==> src/sbf_regs.svh <==
// Purpose: offsets, field positions, reset values and timing counts
// Assumes: 32-bit register data, byte addresses on an 8-bit address
// Notes:   included by the fault manager and its package users
`ifndef SBF_REGS_SVH
`define SBF_REGS_SVH

// register byte addresses
`define SBF_ADDR_STATUS     8'h00
`define SBF_ADDR_CURRENT    8'h04
`define SBF_ADDR_CONFIG     8'h08
`define SBF_ADDR_STATE      8'h0c

// status flag positions
`define SBF_FLAG_INPUT_OV   0
`define SBF_FLAG_LOGIC_UV   1
`define SBF_FLAG_INPUT_OC   2
`define SBF_FLAG_PUMP       3
`define SBF_FLAG_PUMP_CAP   4
`define SBF_FLAG_CFG_ERR    5
`define SBF_FLAG_BOOST_OVL  6
`define SBF_FLAG_BOOST_OVH  7
`define SBF_FLAG_BOOST_OC   8
`define SBF_FLAG_STRING     9
`define SBF_FLAG_MODE       10
`define SBF_FLAG_FREQ       11
`define SBF_FLAG_CURRENT_SET_PIN       12
`define SBF_FLAG_INPUT_UV   13
`define SBF_FLAG_COUNT      14

// reset values and strap fallbacks
`define SBF_CURRENT_RESET   12'hfff
`define SBF_STRING_DEFAULT  3'h0
`define SBF_MODE_DEFAULT    2'h0
`define SBF_ADDR_DEFAULT    7'h2a
`define SBF_BOOSTF_DEFAULT  3'h2
`define SBF_DIMF_DEFAULT    3'h1

// timing
`define SBF_CLK_PERIOD_NS   10
`define SBF_RECOVERY_MS     100
`define SBF_BOOST_OC_MS     110
`define SBF_RECOVERY_CYCLES (`SBF_RECOVERY_MS * 1000000 / `SBF_CLK_PERIOD_NS)
`define SBF_BOOST_OC_CYCLES (`SBF_BOOST_OC_MS * 1000000 / `SBF_CLK_PERIOD_NS)

`endif

==> src/sbf_pkg.sv <==
// Purpose: types shared by the fault manager and its users
// Assumes: nothing beyond the register header
// Notes:   states are gray coded along init, soft start, run
package sbf_pkg;

  // supervisor states
  typedef enum logic [2:0] {
    SBF_ST_INIT    = 3'h0,
    SBF_ST_SOFT    = 3'h1,
    SBF_ST_RUN     = 3'h3,
    SBF_ST_RECOVER = 3'h2,
    SBF_ST_STANDBY = 3'h6
  } sbf_state_type;

  // comparator outputs arriving from the analog side
  typedef struct packed {
    logic input_ov;    // input voltage sense above overvoltage level
    logic logic_uv;    // logic supply below undervoltage level
    logic input_uv;    // undervoltage pin below its threshold
    logic input_oc;    // input sense resistor drop above limit
    logic pump_low;    // pump output node below minimum
    logic boost_ovl;   // boost feedback above low overvoltage level
    logic boost_ovh;   // feedback or output node a above high level
    logic boost_uv;    // boost feedback below undervoltage level
    logic current_set_pin_short;  // current set pin shorted to ground
  } sbf_sense_type;

  // strap decoder results, same clock
  typedef struct packed {
    logic       string_ok;
    logic [2:0] string_code;
    logic       mode_ok;
    logic [1:0] mode_code;
    logic [6:0] mode_addr;
    logic       boost_f_ok;
    logic [2:0] boost_f_code;
    logic       dim_f_ok;
    logic [2:0] dim_f_code;
  } sbf_strap_type;

  // initialization check results, same clock
  typedef struct packed {
    logic pump_cap_bad;  // flying capacitor open or shorted
    logic config_bad;    // factory configuration failed integrity
  } sbf_init_type;

  // register port request
  typedef struct packed {
    logic        wr;
    logic        rd;
    logic [7:0]  addr;
    logic [31:0] wdata;
  } sbf_bus_req_type;

endpackage

==> src/sbf_fault_manager.sv <==
// Purpose: supply, boost and strap fault supervisor for a backlight driver
// Assumes: comparators deliver levels; straps decoded on this clock
// Notes:   status flags are write-one-to-clear, set wins over clear
`timescale 1ns/1ps
`default_nettype none
`include "sbf_regs.svh"

module sbf_fault_manager #(
  parameter int REC_CYCLES = `SBF_RECOVERY_CYCLES,  // recovery delay
  parameter int BOC_CYCLES = `SBF_BOOST_OC_CYCLES   // boost oc timer
) (
  // clock and reset
  input  wire logic                    SYS_CLK_I,
  input  wire logic                    RST_I,
  // analog comparators and start-up status
  input  wire sbf_pkg::sbf_sense_type  SENSE_I,
  input  wire sbf_pkg::sbf_strap_type  STRAP_I,
  input  wire sbf_pkg::sbf_init_type   INIT_I,
  input  wire logic                    SOFT_DONE_I,
  input  wire logic                    CYCLE_LIMIT_I,
  // register port
  input  wire sbf_pkg::sbf_bus_req_type BUS_REQ_I,
  output logic [31:0]                  RD_DATA_O,
  // power stage controls and interrupt
  output logic                         BOOST_EN_O,
  output logic                         BOOST_HALT_O,
  output logic                         SINK_EN_O,
  output logic                         FET_EN_O,
  output logic                         PUMP_EN_O,
  output logic                         INT_O,
  // latched configuration
  output logic [11:0]                  CUR_CODE_O,
  output logic [2:0]                   STRING_CFG_O,
  output logic [1:0]                   DIM_MODE_O,
  output logic [6:0]                   BUS_ADDR_O,
  output logic [2:0]                   BOOST_FREQ_O,
  output logic [2:0]                   DIM_FREQ_O
);
  import sbf_pkg::*;

  localparam int NF  = `SBF_FLAG_COUNT;
  localparam int RCW = $clog2(REC_CYCLES + 1);
  localparam int BCW = $clog2(BOC_CYCLES + 1);

  // pick a strap code or its fallback
  function automatic logic [2:0] pick3(input logic ok,
                                       input logic [2:0] code,
                                       input logic [2:0] dflt);
    pick3 = ok ? code : dflt;
  endfunction

  sbf_sense_type     sns1_ff;       // first stage, read by second only
  sbf_sense_type     sns2_ff;       // second stage
  sbf_sense_type     sns3_ff;       // third stage
  sbf_sense_type     sns_ff;        // accepted comparator levels
  sbf_state_type     state_ff;      // supervisor state
  sbf_state_type     nxt_state;     // next supervisor state
  logic [NF-1:0]     flags_ff;      // sticky status flags
  logic [NF-1:0]     nxt_set;       // flag set events this cycle
  logic [NF-1:0]     clr_w1c;       // host clear mask
  logic [11:0]       prog_ff;       // programmed current code
  logic              cfg_done_ff;   // straps already sampled
  logic [RCW-1:0]    rec_cnt_ff;    // recovery delay counter
  logic [BCW-1:0]    boc_cnt_ff;    // boost undervoltage timer
  logic              running;       // boost soft start or run
  logic              standby_cause; // any supply fault that parks
  logic              rec_cause;     // any running fault that recovers
  logic              boc_hit;       // boost oc timer expires now
  logic              rec_end;       // recovery delay done
  logic              strap_take;    // sample straps this cycle

  // three stage sync; accept once stages two and three agree
  always_ff @(posedge SYS_CLK_I) begin
    if (RST_I) begin
      sns1_ff <= '0;
      sns2_ff <= '0;
      sns3_ff <= '0;
      sns_ff  <= '0;
    end else begin
      sns1_ff <= SENSE_I;
      sns2_ff <= sns1_ff;
      sns3_ff <= sns2_ff;
      if (sns2_ff == sns3_ff) begin
        sns_ff <= sns3_ff;
      end
    end
  end

  // fault classification
  always_comb begin
    running       = (state_ff == SBF_ST_SOFT) || (state_ff == SBF_ST_RUN);
    standby_cause = sns_ff.input_ov | sns_ff.logic_uv
                  | sns_ff.input_uv;
    boc_hit       = running && sns_ff.boost_uv
                  && (boc_cnt_ff == BCW'(BOC_CYCLES - 1));
    rec_cause     = running && (sns_ff.input_oc
                  || sns_ff.pump_low
                  || sns_ff.boost_ovh)
                  || boc_hit;
    rec_end       = (rec_cnt_ff == RCW'(REC_CYCLES - 1));
    strap_take    = (state_ff == SBF_ST_INIT) && !cfg_done_ff;
  end

  // next state; every restart passes through init again
  always_comb begin
    nxt_state = state_ff;
    case (state_ff)
      SBF_ST_INIT: begin
        if (standby_cause) begin
          nxt_state = SBF_ST_STANDBY;
        end else if (INIT_I.pump_cap_bad) begin
          nxt_state = SBF_ST_RECOVER;
        end else begin
          nxt_state = SBF_ST_SOFT;     // config error keeps going
        end
      end
      SBF_ST_SOFT, SBF_ST_RUN: begin
        if (standby_cause) begin
          nxt_state = SBF_ST_STANDBY;
        end else if (rec_cause) begin
          nxt_state = SBF_ST_RECOVER;
        end else if (SOFT_DONE_I) begin
          nxt_state = SBF_ST_RUN;
        end
      end
      SBF_ST_RECOVER: begin
        if (standby_cause) begin
          nxt_state = SBF_ST_STANDBY;
        end else if (rec_end) begin
          nxt_state = SBF_ST_INIT;
        end
      end
      SBF_ST_STANDBY: begin
        if (!standby_cause) begin
          nxt_state = SBF_ST_INIT;
        end
      end
      default: nxt_state = SBF_ST_INIT;
    endcase
  end

  // state register and power stage enables, aligned to the state
  always_ff @(posedge SYS_CLK_I) begin
    if (RST_I) begin
      state_ff   <= SBF_ST_INIT;
      BOOST_EN_O <= 1'b0;
      SINK_EN_O  <= 1'b0;
      FET_EN_O   <= 1'b0;
      PUMP_EN_O  <= 1'b0;
    end else begin
      state_ff   <= nxt_state;
      BOOST_EN_O <= (nxt_state == SBF_ST_SOFT) || (nxt_state == SBF_ST_RUN);
      SINK_EN_O  <= (nxt_state == SBF_ST_SOFT) || (nxt_state == SBF_ST_RUN);
      FET_EN_O   <= (nxt_state == SBF_ST_SOFT) || (nxt_state == SBF_ST_RUN);
      // pump stays off while parked or recovering
      PUMP_EN_O  <= (nxt_state != SBF_ST_RECOVER)
                 && (nxt_state != SBF_ST_STANDBY);
    end
  end

  // switching halt: low overvoltage and the cycle limit only
  always_ff @(posedge SYS_CLK_I) begin
    if (RST_I) begin
      BOOST_HALT_O <= 1'b0;
    end else begin
      BOOST_HALT_O <= (running && sns_ff.boost_ovl)
                   || CYCLE_LIMIT_I;
    end
  end

  // recovery delay counter, restarts on each entry
  always_ff @(posedge SYS_CLK_I) begin
    if (RST_I) begin
      rec_cnt_ff <= '0;
    end else if (state_ff == SBF_ST_RECOVER && !rec_end) begin
      rec_cnt_ff <= rec_cnt_ff + RCW'(1);
    end else begin
      rec_cnt_ff <= '0;
    end
  end

  // boost undervoltage timer, runs while boost runs with feedback low
  always_ff @(posedge SYS_CLK_I) begin
    if (RST_I) begin
      boc_cnt_ff <= '0;
    end else if (running && sns_ff.boost_uv && !boc_hit) begin
      boc_cnt_ff <= boc_cnt_ff + BCW'(1);
    end else begin
      boc_cnt_ff <= '0;
    end
  end

  // straps sampled once after reset and then held
  always_ff @(posedge SYS_CLK_I) begin
    if (RST_I) begin
      cfg_done_ff  <= 1'b0;
      STRING_CFG_O <= `SBF_STRING_DEFAULT;
      DIM_MODE_O   <= `SBF_MODE_DEFAULT;
      BUS_ADDR_O   <= `SBF_ADDR_DEFAULT;
      BOOST_FREQ_O <= `SBF_BOOSTF_DEFAULT;
      DIM_FREQ_O   <= `SBF_DIMF_DEFAULT;
    end else if (strap_take) begin
      cfg_done_ff  <= 1'b1;
      STRING_CFG_O <= pick3(STRAP_I.string_ok, STRAP_I.string_code,
                            `SBF_STRING_DEFAULT);
      DIM_MODE_O   <= STRAP_I.mode_ok ? STRAP_I.mode_code
                                      : `SBF_MODE_DEFAULT;
      BUS_ADDR_O   <= STRAP_I.mode_ok ? STRAP_I.mode_addr
                                      : `SBF_ADDR_DEFAULT;
      BOOST_FREQ_O <= pick3(STRAP_I.boost_f_ok, STRAP_I.boost_f_code,
                            `SBF_BOOSTF_DEFAULT);
      DIM_FREQ_O   <= pick3(STRAP_I.dim_f_ok, STRAP_I.dim_f_code,
                            `SBF_DIMF_DEFAULT);
    end
  end

  // flag set events; a persisting fault sets again each cycle
  always_comb begin
    nxt_set = '0;
    nxt_set[`SBF_FLAG_INPUT_OV]  = sns_ff.input_ov;
    nxt_set[`SBF_FLAG_LOGIC_UV]  = sns_ff.logic_uv;
    nxt_set[`SBF_FLAG_INPUT_UV]  = sns_ff.input_uv;
    nxt_set[`SBF_FLAG_INPUT_OC]  = running && sns_ff.input_oc;
    nxt_set[`SBF_FLAG_PUMP]      = (running && sns_ff.pump_low)
      || (state_ff == SBF_ST_INIT && INIT_I.pump_cap_bad);
    nxt_set[`SBF_FLAG_PUMP_CAP]  = (state_ff == SBF_ST_INIT)
      && INIT_I.pump_cap_bad;
    nxt_set[`SBF_FLAG_CFG_ERR]   = (state_ff == SBF_ST_INIT)
      && INIT_I.config_bad;
    nxt_set[`SBF_FLAG_BOOST_OVL] = running && sns_ff.boost_ovl;
    nxt_set[`SBF_FLAG_BOOST_OVH] = running && sns_ff.boost_ovh;
    nxt_set[`SBF_FLAG_BOOST_OC]  = boc_hit;
    nxt_set[`SBF_FLAG_STRING]    = strap_take && !STRAP_I.string_ok;
    nxt_set[`SBF_FLAG_MODE]      = strap_take && !STRAP_I.mode_ok;
    nxt_set[`SBF_FLAG_FREQ]      = strap_take
      && !(STRAP_I.boost_f_ok && STRAP_I.dim_f_ok);
    nxt_set[`SBF_FLAG_CURRENT_SET_PIN]      = sns_ff.current_set_pin_short;
    clr_w1c = (BUS_REQ_I.wr && BUS_REQ_I.addr == `SBF_ADDR_STATUS)
            ? BUS_REQ_I.wdata[NF-1:0] : '0;
  end

  // sticky flags and interrupt; set wins over host clear
  always_ff @(posedge SYS_CLK_I) begin
    if (RST_I) begin
      flags_ff <= '0;
      INT_O    <= 1'b0;
    end else begin
      flags_ff <= (flags_ff & ~clr_w1c) | nxt_set;
      INT_O    <= |((flags_ff & ~clr_w1c) | nxt_set);
    end
  end

  // programmed current code and effective code to the sinks
  always_ff @(posedge SYS_CLK_I) begin
    if (RST_I) begin
      prog_ff    <= `SBF_CURRENT_RESET;
      CUR_CODE_O <= `SBF_CURRENT_RESET;
    end else begin
      if (BUS_REQ_I.wr && BUS_REQ_I.addr == `SBF_ADDR_CURRENT) begin
        prog_ff <= BUS_REQ_I.wdata[11:0];
      end
      // sink current scales as code over full scale 4095
      CUR_CODE_O <= sns_ff.current_set_pin_short ? {2'h0, prog_ff[11:2]}
                                      : prog_ff;
    end
  end

  // read data stands only in the cycle after the strobe
  always_ff @(posedge SYS_CLK_I) begin
    if (RST_I) begin
      RD_DATA_O <= '0;
    end else if (BUS_REQ_I.rd) begin
      case (BUS_REQ_I.addr)
        `SBF_ADDR_STATUS:  RD_DATA_O <= {{(32-NF){1'b0}}, flags_ff};
        `SBF_ADDR_CURRENT: RD_DATA_O <= {20'h0, prog_ff};
        `SBF_ADDR_CONFIG:  RD_DATA_O <= {14'h0, DIM_FREQ_O, BOOST_FREQ_O,
                                         BUS_ADDR_O, DIM_MODE_O,
                                         STRING_CFG_O};
        `SBF_ADDR_STATE:   RD_DATA_O <= {29'h0, state_ff};
        default:           RD_DATA_O <= '0;  // unmapped reads zero
      endcase
    end else begin
      RD_DATA_O <= '0;
    end
  end
endmodule // sbf_fault_manager

`default_nettype wire

==> config.mk <==
export PLATFORM = sky130hd
export DESIGN_NAME = sbf_fault_manager
export DESIGN_NICKNAME = d
export VERILOG_FILES = /design/src/sbf_pkg.sv /design/src/sbf_fault_manager.sv
export VERILOG_INCLUDE_DIRS = /design/src
export SDC_FILE = /design/constraint.sdc
export NUM_CORES = 1
export LEC_CHECK = 0
export ABC_AREA = 1
export BUFFER_PORTS_ARGS = -buffer_cell sky130_fd_sc_hd__buf_2
export CORE_MARGIN = 1.5
export CORE_UTILIZATION = 35
export DETAILED_ROUTE_END_ITERATION = 6
export MAX_ROUTING_LAYER = met4
export PLACE_DENSITY = 0.53
export SLEW_MARGIN = 10
export SYNTH_ARGS = -nofsm -noshare
export SYNTH_HDL_FRONTEND = slang
export SYNTH_SLANG_ARGS = --single-unit
==> constraint.sdc <==
create_clock -name SYS_CLK_I -period 4.3 [get_ports SYS_CLK_I]
set_input_delay 0.86 -clock SYS_CLK_I [delete_from_list [all_inputs] [get_ports SYS_CLK_I]]
set_output_delay 0.86 -clock SYS_CLK_I [all_outputs]
set_load 0.05 [all_outputs]
==> results.cfg, run 1 <==
[placement]
place_inst = 1277
io_buffers = 114
pre_cts_ws_ps = 1430
place.gp.congestion = 0.800
dp_hpwl_microns = 11900

[grt]
antenna_found_initial = 0
grt_pass1_vias = 5290
grt_pass1_wl_microns = 26400
gr-usage-all-layers_pct = 16.7
grt-ovfl-total = 0
grt_max_degree = 61

[finish]
drive_above_1_share_pct = 17.6
instances_no_fill = 1310
nets = 1112
final.fill_count = 2038
area_growth_pct = 18.8

[clock_tree]
cts.sinks = 166
tritoncts = yes
cts_buffers = 17
clk_pin_slew_ps = 70
postCtsHoldBufs = 0
htreeDepth = 4
insertion_delay_ps = 430
ctsResizeCount = 0
clk_path_buf_depth = 2
root_buffer = clkbuf_16
postCtsSetupBuffers = 0

[drt]
viasPerCell = 4.47
ant_nets = 0
wl_met2_microns = 7450
vias = 5859
highest_layer = met4
wl_met1_microns = 8050
wire_per_inst_microns = 12.4
dr_wl_met3_microns = 535
first_pass_iters = 5
drc = 0
dr.first_iter.drc_count = 302
wl_microns = 16300

[floorplanning]
die_h_microns = 144
io_pins = 147
initial_core_util_pct = 35.8
row_count = 51
core-area_sq_um = 19500
die_x_microns = 144
die_area_sq_um = 20700

[hold_path]
hold_class = reg2reg
min-delay-start = sns1_ff[2]$_SDFF_PP0_
whs_path_depth = 2

[worst_setup_path]
slowest_delay_ps = 420
endpoint_kind = flip-flop
reg2regPathDepth = 9
slowest_stage = inv_1
startpoint_type = primary input
crit_required_ps = 4650
path_cells = buf_2, nor2_1, nand2_1, inv_1, nand4_1, inv_1, nand2_1, inv_1, nand2_1, o211ai_1
startpoint = BUS_REQ_I[39]
reg2reg_from = boc_cnt_ff[0]$_SDFF_PP0_
arrival_ps = 2780
cp_max_fo = 14
criticalPathCategory = in2reg

[power_and_ir_drop]
peakVddDrop_v = 0.000279
powerDensity_nw_per_um2 = 495
clock_power_share_pct = 37.6
leakage_nw = 3.62
intPower_w = 0.00273
p_sw_share_pct = 33.2
comb_power_share_pct = 20.1
seq_power_share_pct = 42.3
power.switching_w = 0.00136

[sta]
finalWorstPathRequiredPeriod_ps = 2420
hold_viol = 0
skew_ps = 9.26
rsz0062_at_grt = false
fin_ws_ps = 1880
setup_viol = 0
post-route-period-util_pct = 56.4
fin_setup_tns_ps = 0
max_slew_margin_pct = 33.4
fmax_mhz = 412
tightest_slew_ps = 997
slew_viol_final = 0

[synthesis]
synth-edff-count = 0
syn_area_sq_um = 6960
yosysWarnings = 0
synth-seq-cells = 166
async_flop_share_pct = 0
synth_cells = 927
yosysSeqAreaShare_pct = 47.7
synth.avg_cell_area_sq_um = 7.51
yosysUniqueCellTypes = 43
synth_ff_type = dfxtp_1

[run]
maxCapViolCount = 0

[status]
outcome = complete, no violations
==> worst max-delay path: cells and delay by family <==
| family | cells | cell delay, ps |
|---|---|---|
| AO/OA/AOI/OAI | 1 | 90 |
| buffers and inverters | 4 | 980 |
| AND/OR/NAND/NOR | 5 | 830 |
==> through the flow <==
step	hold WS, ps	utilization (%)	total power, W	cell area [sq um]
detailed placement	392	39.4	0.00259	7680
finish	401	42.5	0.00409	8270
CTS	401	42.5	0.00414	8270
floorplan	388	-	0.00241	7010
global placement	392	39.4	0.00259	7680
global route	425	42.5	0.00429	8270
==> layout make-up <==
| cell class | count | area (sq um) | share of cell area (%) |
|---|---|---|---|
| inverter | 123 | 462 | 5.58 |
| sequential | 166 | 3320 | 40.2 |
| clock buffer | 17 | 425 | 5.14 |
| multi-input combinational | 607 | 2970 | 36.0 |
| tap | 265 | 332 | 4.01 |
| antenna | 1 | 2.50 | 0.0303 |
| clock inverter | 15 | 168 | 2.03 |
| timing repair buffer | 116 | 586 | 7.08 |
==> power by group through the flow <==
stage	logic [W]	registers, W	clock network [W]
2_1_floorplan	0.000403	0.00201	0
3_3_place_gp	0.000827	0.00177	0
3_5_place_dp	0.000826	0.00177	0
4_1_cts	0.000827	0.00173	0.00158
5_1_grt	0.000908	0.00175	0.00164
6_report	0.000821	0.00173	0.00154
==> state kept, by name (all words and copies together) (netlist names), 2 cells and up <==
name,count
RD_DATA_O,18
sns1_ff,9
CUR_CODE_O,12
boc_cnt_ff,24
sns2_ff,9
flags_ff,14
sns_ff,5
rec_cnt_ff,24
STRING_CFG_O,3
DIM_MODE_O,2
DIM_FREQ_O,3
sns3_ff,9
BOOST_FREQ_O,3
BUS_ADDR_O,7
nxt_set,4
prog_ff,12
state_ff,3
==> kinds of logic (layout without fill, tap and decap cells) <==
logic type | count (synthesis) | after routing | synth area share (%)
flops | 166 | 166 | 47.7
simple gates | 453 | 453 | 29.6
compound gates | 121 | 121 | 9.83
fa+ha+maj | 2 | 2 | 0.359
xor+xnor | 17 | 17 | 2.14
buf+inv | 167 | 271 | 10.2
other cells | 1 | 15 | 0.0539
==> cell usage in the layout (no fill, tap or decap), types with 13 or more instances in the layout <==
| cell | count |
|---|---|
| a211oi_1 | 13 |
| a21oi_1 | 62 |
| buf_2 | 114 |
| clkbuf_16 | 17 |
| conb_1 | 14 |
| dfxtp_1 | 166 |
| inv_1 | 119 |
| nand2_1 | 188 |
| nand3_1 | 59 |
| nand4_1 | 16 |
| nor2_1 | 118 |
| nor3_1 | 24 |
| o21ai_0 | 25 |
| xor2_1 | 13 |
==> cell usage after synthesis (4+ instances only) <==
cell type  number  area (sq um)
a211oi_1       13          97.6
a21oi_1        62           310
buf_2          11          55.1
buf_4          17           128
clkbuf_1       15          56.3
dfxtp_1       166          3320
inv_1         119           447
nand2_1       188           706
nand2_2         4          25.0
nand3_1        59           295
nand4_1        16           100
nor2_1        118           443
nor2_4          6          67.6
nor3_1         24           120
nor3b_1         6          45.0
o211ai_1       10          75.1
o21ai_0        25           125
or2_2          10          62.6
xnor2_1         4          35.0
xor2_1         13           114
==> per-layer routing <==
layer  vias to the layer above  track usage [%]
met5                         -                -
met4                         0             6.02
met3                        17             2.98
met2                       101             25.5
met1                      2587             22.1
li1                       3154                -
==> worst paths after layout <==
path / to / slack [ps]
setup / recovery: prog_ff[11]$_SDFFE_PP1P_ / 1880
hold / removal: sns2_ff[2]$_SDFF_PP0_ / 400
setup reg to reg: boc_cnt_ff[9]$_SDFF_PP0_ / 2090
hold reg to reg: sns2_ff[2]$_SDFF_PP0_ / 400
No activity file was read; power rests on OpenSTA's default activity.
==> run 2, diff against run 1 <==
--- a/config.mk
+++ b/config.mk
@@ -6,7 +6,7 @@
 export SDC_FILE = /design/constraint.sdc
 export NUM_CORES = 1
 export LEC_CHECK = 0
-export ABC_AREA = 1
+export ABC_AREA = 0
 export BUFFER_PORTS_ARGS = -buffer_cell sky130_fd_sc_hd__buf_2
 export CORE_MARGIN = 1.5
 export CORE_UTILIZATION = 35
==> constraint.sdc (replaced) <==
create_clock -name SYS_CLK_I -period 2.36 [get_ports SYS_CLK_I]
set_input_delay 0.472 -clock SYS_CLK_I [delete_from_list [all_inputs] [get_ports SYS_CLK_I]]
set_output_delay 0.472 -clock SYS_CLK_I [all_outputs]
set_load 0.05 [all_outputs]
==> results.cfg, run 2 <==
[sta]
tightest_slew_ps = 674
skew_ps = 5.13
fmax_mhz = 451
slew_viol_final = 0
max_slew_margin_pct = 55.0
rsz0062_at_grt = false
finalWorstPathRequiredPeriod_ps = 2220
hold_viol = 0
post-route-period-util_pct = 94.0
setup_viol = 0

[clock_tree]
insertion_delay_ps = 430
postCtsSetupBuffers = 0
clk_pin_slew_ps = 60
htreeDepth = 4
postCtsHoldBufs = 0
cts.sinks = 166
cts_buffers = 17
tritoncts = yes
ctsResizeCount = 0
root_buffer = clkbuf_16
clk_path_buf_depth = 2

[drt]
dr.first_iter.drc_count = 335
wl_microns = 16300
wire_per_inst_microns = 14.7
viasPerCell = 4.85
first_pass_iters = 4
ant_nets = 0
drc = 0
vias = 5406

[placement]
place.gp.congestion = 0.807
dp_hpwl_microns = 12000
postPlaceCellArea_sq_um = 7650
io_buffers = 114

[finish]
final.fill_count = 1869
post-route-cell-area_sq_um = 8230
utilization_pct = 43.8
antennaDiodeCount = 0
final_common_cell = dfxtp_1
seq_area_sq_um = 3320
final_cell_mix = dfxtp_1 (166), nor2_1 (114), buf_2 (113)
nets = 948
area_growth_pct = 22.4
reg_top3 = boc_cnt_ff: 24 flops, rec_cnt_ff: 24 flops, RD_DATA_O: 18 flops
multi_input_area_sq_um = 3100
drive_above_1_share_pct = 20.6

[floorplanning]
die_area_sq_um = 20100
initial_core_util_pct = 35.8
core-area_sq_um = 18800
row_count = 50
die_x_microns = 142
die_h_microns = 142
io_pins = 147

[synthesis]
yosysUniqueCellTypes = 51
synth_cells = 742
synth_ff_type = dfxtp_1
yosysWarnings = 0
netlist_top_cells_area = dfxtp_1 (49%), nor2_1 (6.4%), nor2b_1 (4.3%), xnor2_1 (3.9%), a211o_1 (3.3%)
synth-edff-count = 0
synth.avg_cell_area_sq_um = 9.06
syn_area_sq_um = 6720
netlist_top_cells_count = dfxtp_1 (166), nor2_1 (114), nor2b_1 (46)
yosysSeqAreaShare_pct = 49.4
async_flop_share_pct = 0
yosys.area.top_type_share_pct = 49.4
synth-seq-cells = 166
post-synth-top-count-cell = dfxtp_1
yosys.area.top_type = dfxtp_1

[worst_setup_path]
path_common_cell = or4_1
r2r_end = rec_cnt_ff[18]$_SDFF_PP0_
startpoint_type = primary input
slowest_delay_ps = 590
crit_required_ps = 2660
reg2regPathDepth = 6
path_cells = buf_2, or4_1, o41a_1, or4_1, a2111oi_2, a41oi_1
slowest_stage = or4_1
arrival_ps = 2510
reg2reg_from = rec_cnt_ff[7]$_SDFF_PP0_
r2r_slack_ps = 390
criticalPathCategory = in2reg
cp_max_fo = 2
endpoint_kind = flip-flop

[grt]
grt-ovfl-total = 0
gr-usage-all-layers_pct = 17.4
antenna_found_initial = 0
grt_pass1_vias = 4912
met1_usage_pct = 22.3
grt_pass1_wl_microns = 26200
top_usage_layer = met2
grt_use_met3_pct = 4.76
grt_max_degree = 75
use_met2_pct = 26.2

[power_and_ir_drop]
peakVddDrop_v = 0.000500
leakage_nw = 3.27
powerDensity_nw_per_um2 = 779
finalPower_w = 0.00641

[status]
outcome = complete, no violations

[hold_path]
min-delay-start = SENSE_I[5]
hold_class = in2reg
whs_path_depth = 2
min_to = sns1_ff[5]$_SDFF_PP0_

[run]
maxCapViolCount = 0
==> run 2: cells by family (layout without fill, tap and decap cells) <==
family | after synthesis | count (layout) | share of synthesized area (%)
AND/OR/NAND/NOR | 330 | 330 | 24.5
flip-flops | 166 | 166 | 49.4
AO/OA/AOI/OAI | 89 | 89 | 9.51
buffers and inverters | 78 | 203 | 5.27
XOR/XNOR | 53 | 53 | 6.90
multiplexers | 23 | 23 | 3.98
adder cells (fa/ha/maj) | 2 | 2 | 0.372
other | 1 | 14 | 0.0558
==> run 2: where the power goes <==
group | internal, W | leakage (nW) | switching, W
combinational | 0.000258 | 1.65 | 0.000494
clock | 0.00159 | 0.270 | 0.00112
sequential | 0.00289 | 1.35 | 0.0000613
total | 0.00473 | 3.27 | 0.00168
==> run 2: worst max-delay path: cells and delay by family <==
kind            cells  cell delay [ps]
buf+inv             1              100
simple gates        2             1030
compound gates      3              910
==> run 2: cell type report <==
type / count / share of cell area, %
flip-flops and latches: 166 / 40.4
multi-input cells: 511 / 37.6
repair buffers: 145 / 10.2
clock buffers: 21 / 5.47
well taps: 234 / 3.56
clock inverters: 11 / 1.54
inverters: 26 / 1.19
==> run 2: worst max path at each step <==
stage	start	end	slack, ps	depth (start not counted)
after CTS	BUS_REQ_I[33]	INT_O$_SDFF_PP0_	160	6
final	BUS_REQ_I[33]	INT_O$_SDFF_PP0_	140	6
after detailed placement	BUS_REQ_I[33]	INT_O$_SDFF_PP0_	-290	6
after global routing	BUS_REQ_I[33]	INT_O$_SDFF_PP0_	130	7
after floorplan	BUS_REQ_I[33]	INT_O$_SDFF_PP0_	-130	6
after global placement	BUS_REQ_I[33]	INT_O$_SDFF_PP0_	-260	6
==> run 2: metrics by stage <==
step / TNS [ps] / setup WS [ps] / std cells / hold WS (ps)
floorplan: -134 / -134 / 755 / 414
global route: 0 / 127 / 1114 / 237
global placement: -263 / -263 / 1082 / 420
detailed placement: -289 / -289 / 1082 / 420
CTS: 0 / 161 / 1114 / 230
finish: 0 / 142 / 1114 / 247
==> run 2: metal layers <==
layer  wire length, microns  part of all wire, %
met2                   7370                   45
met4                    368                  2.3
met3                    833                  5.1
met5                      0                    0
met1                   7770                   48
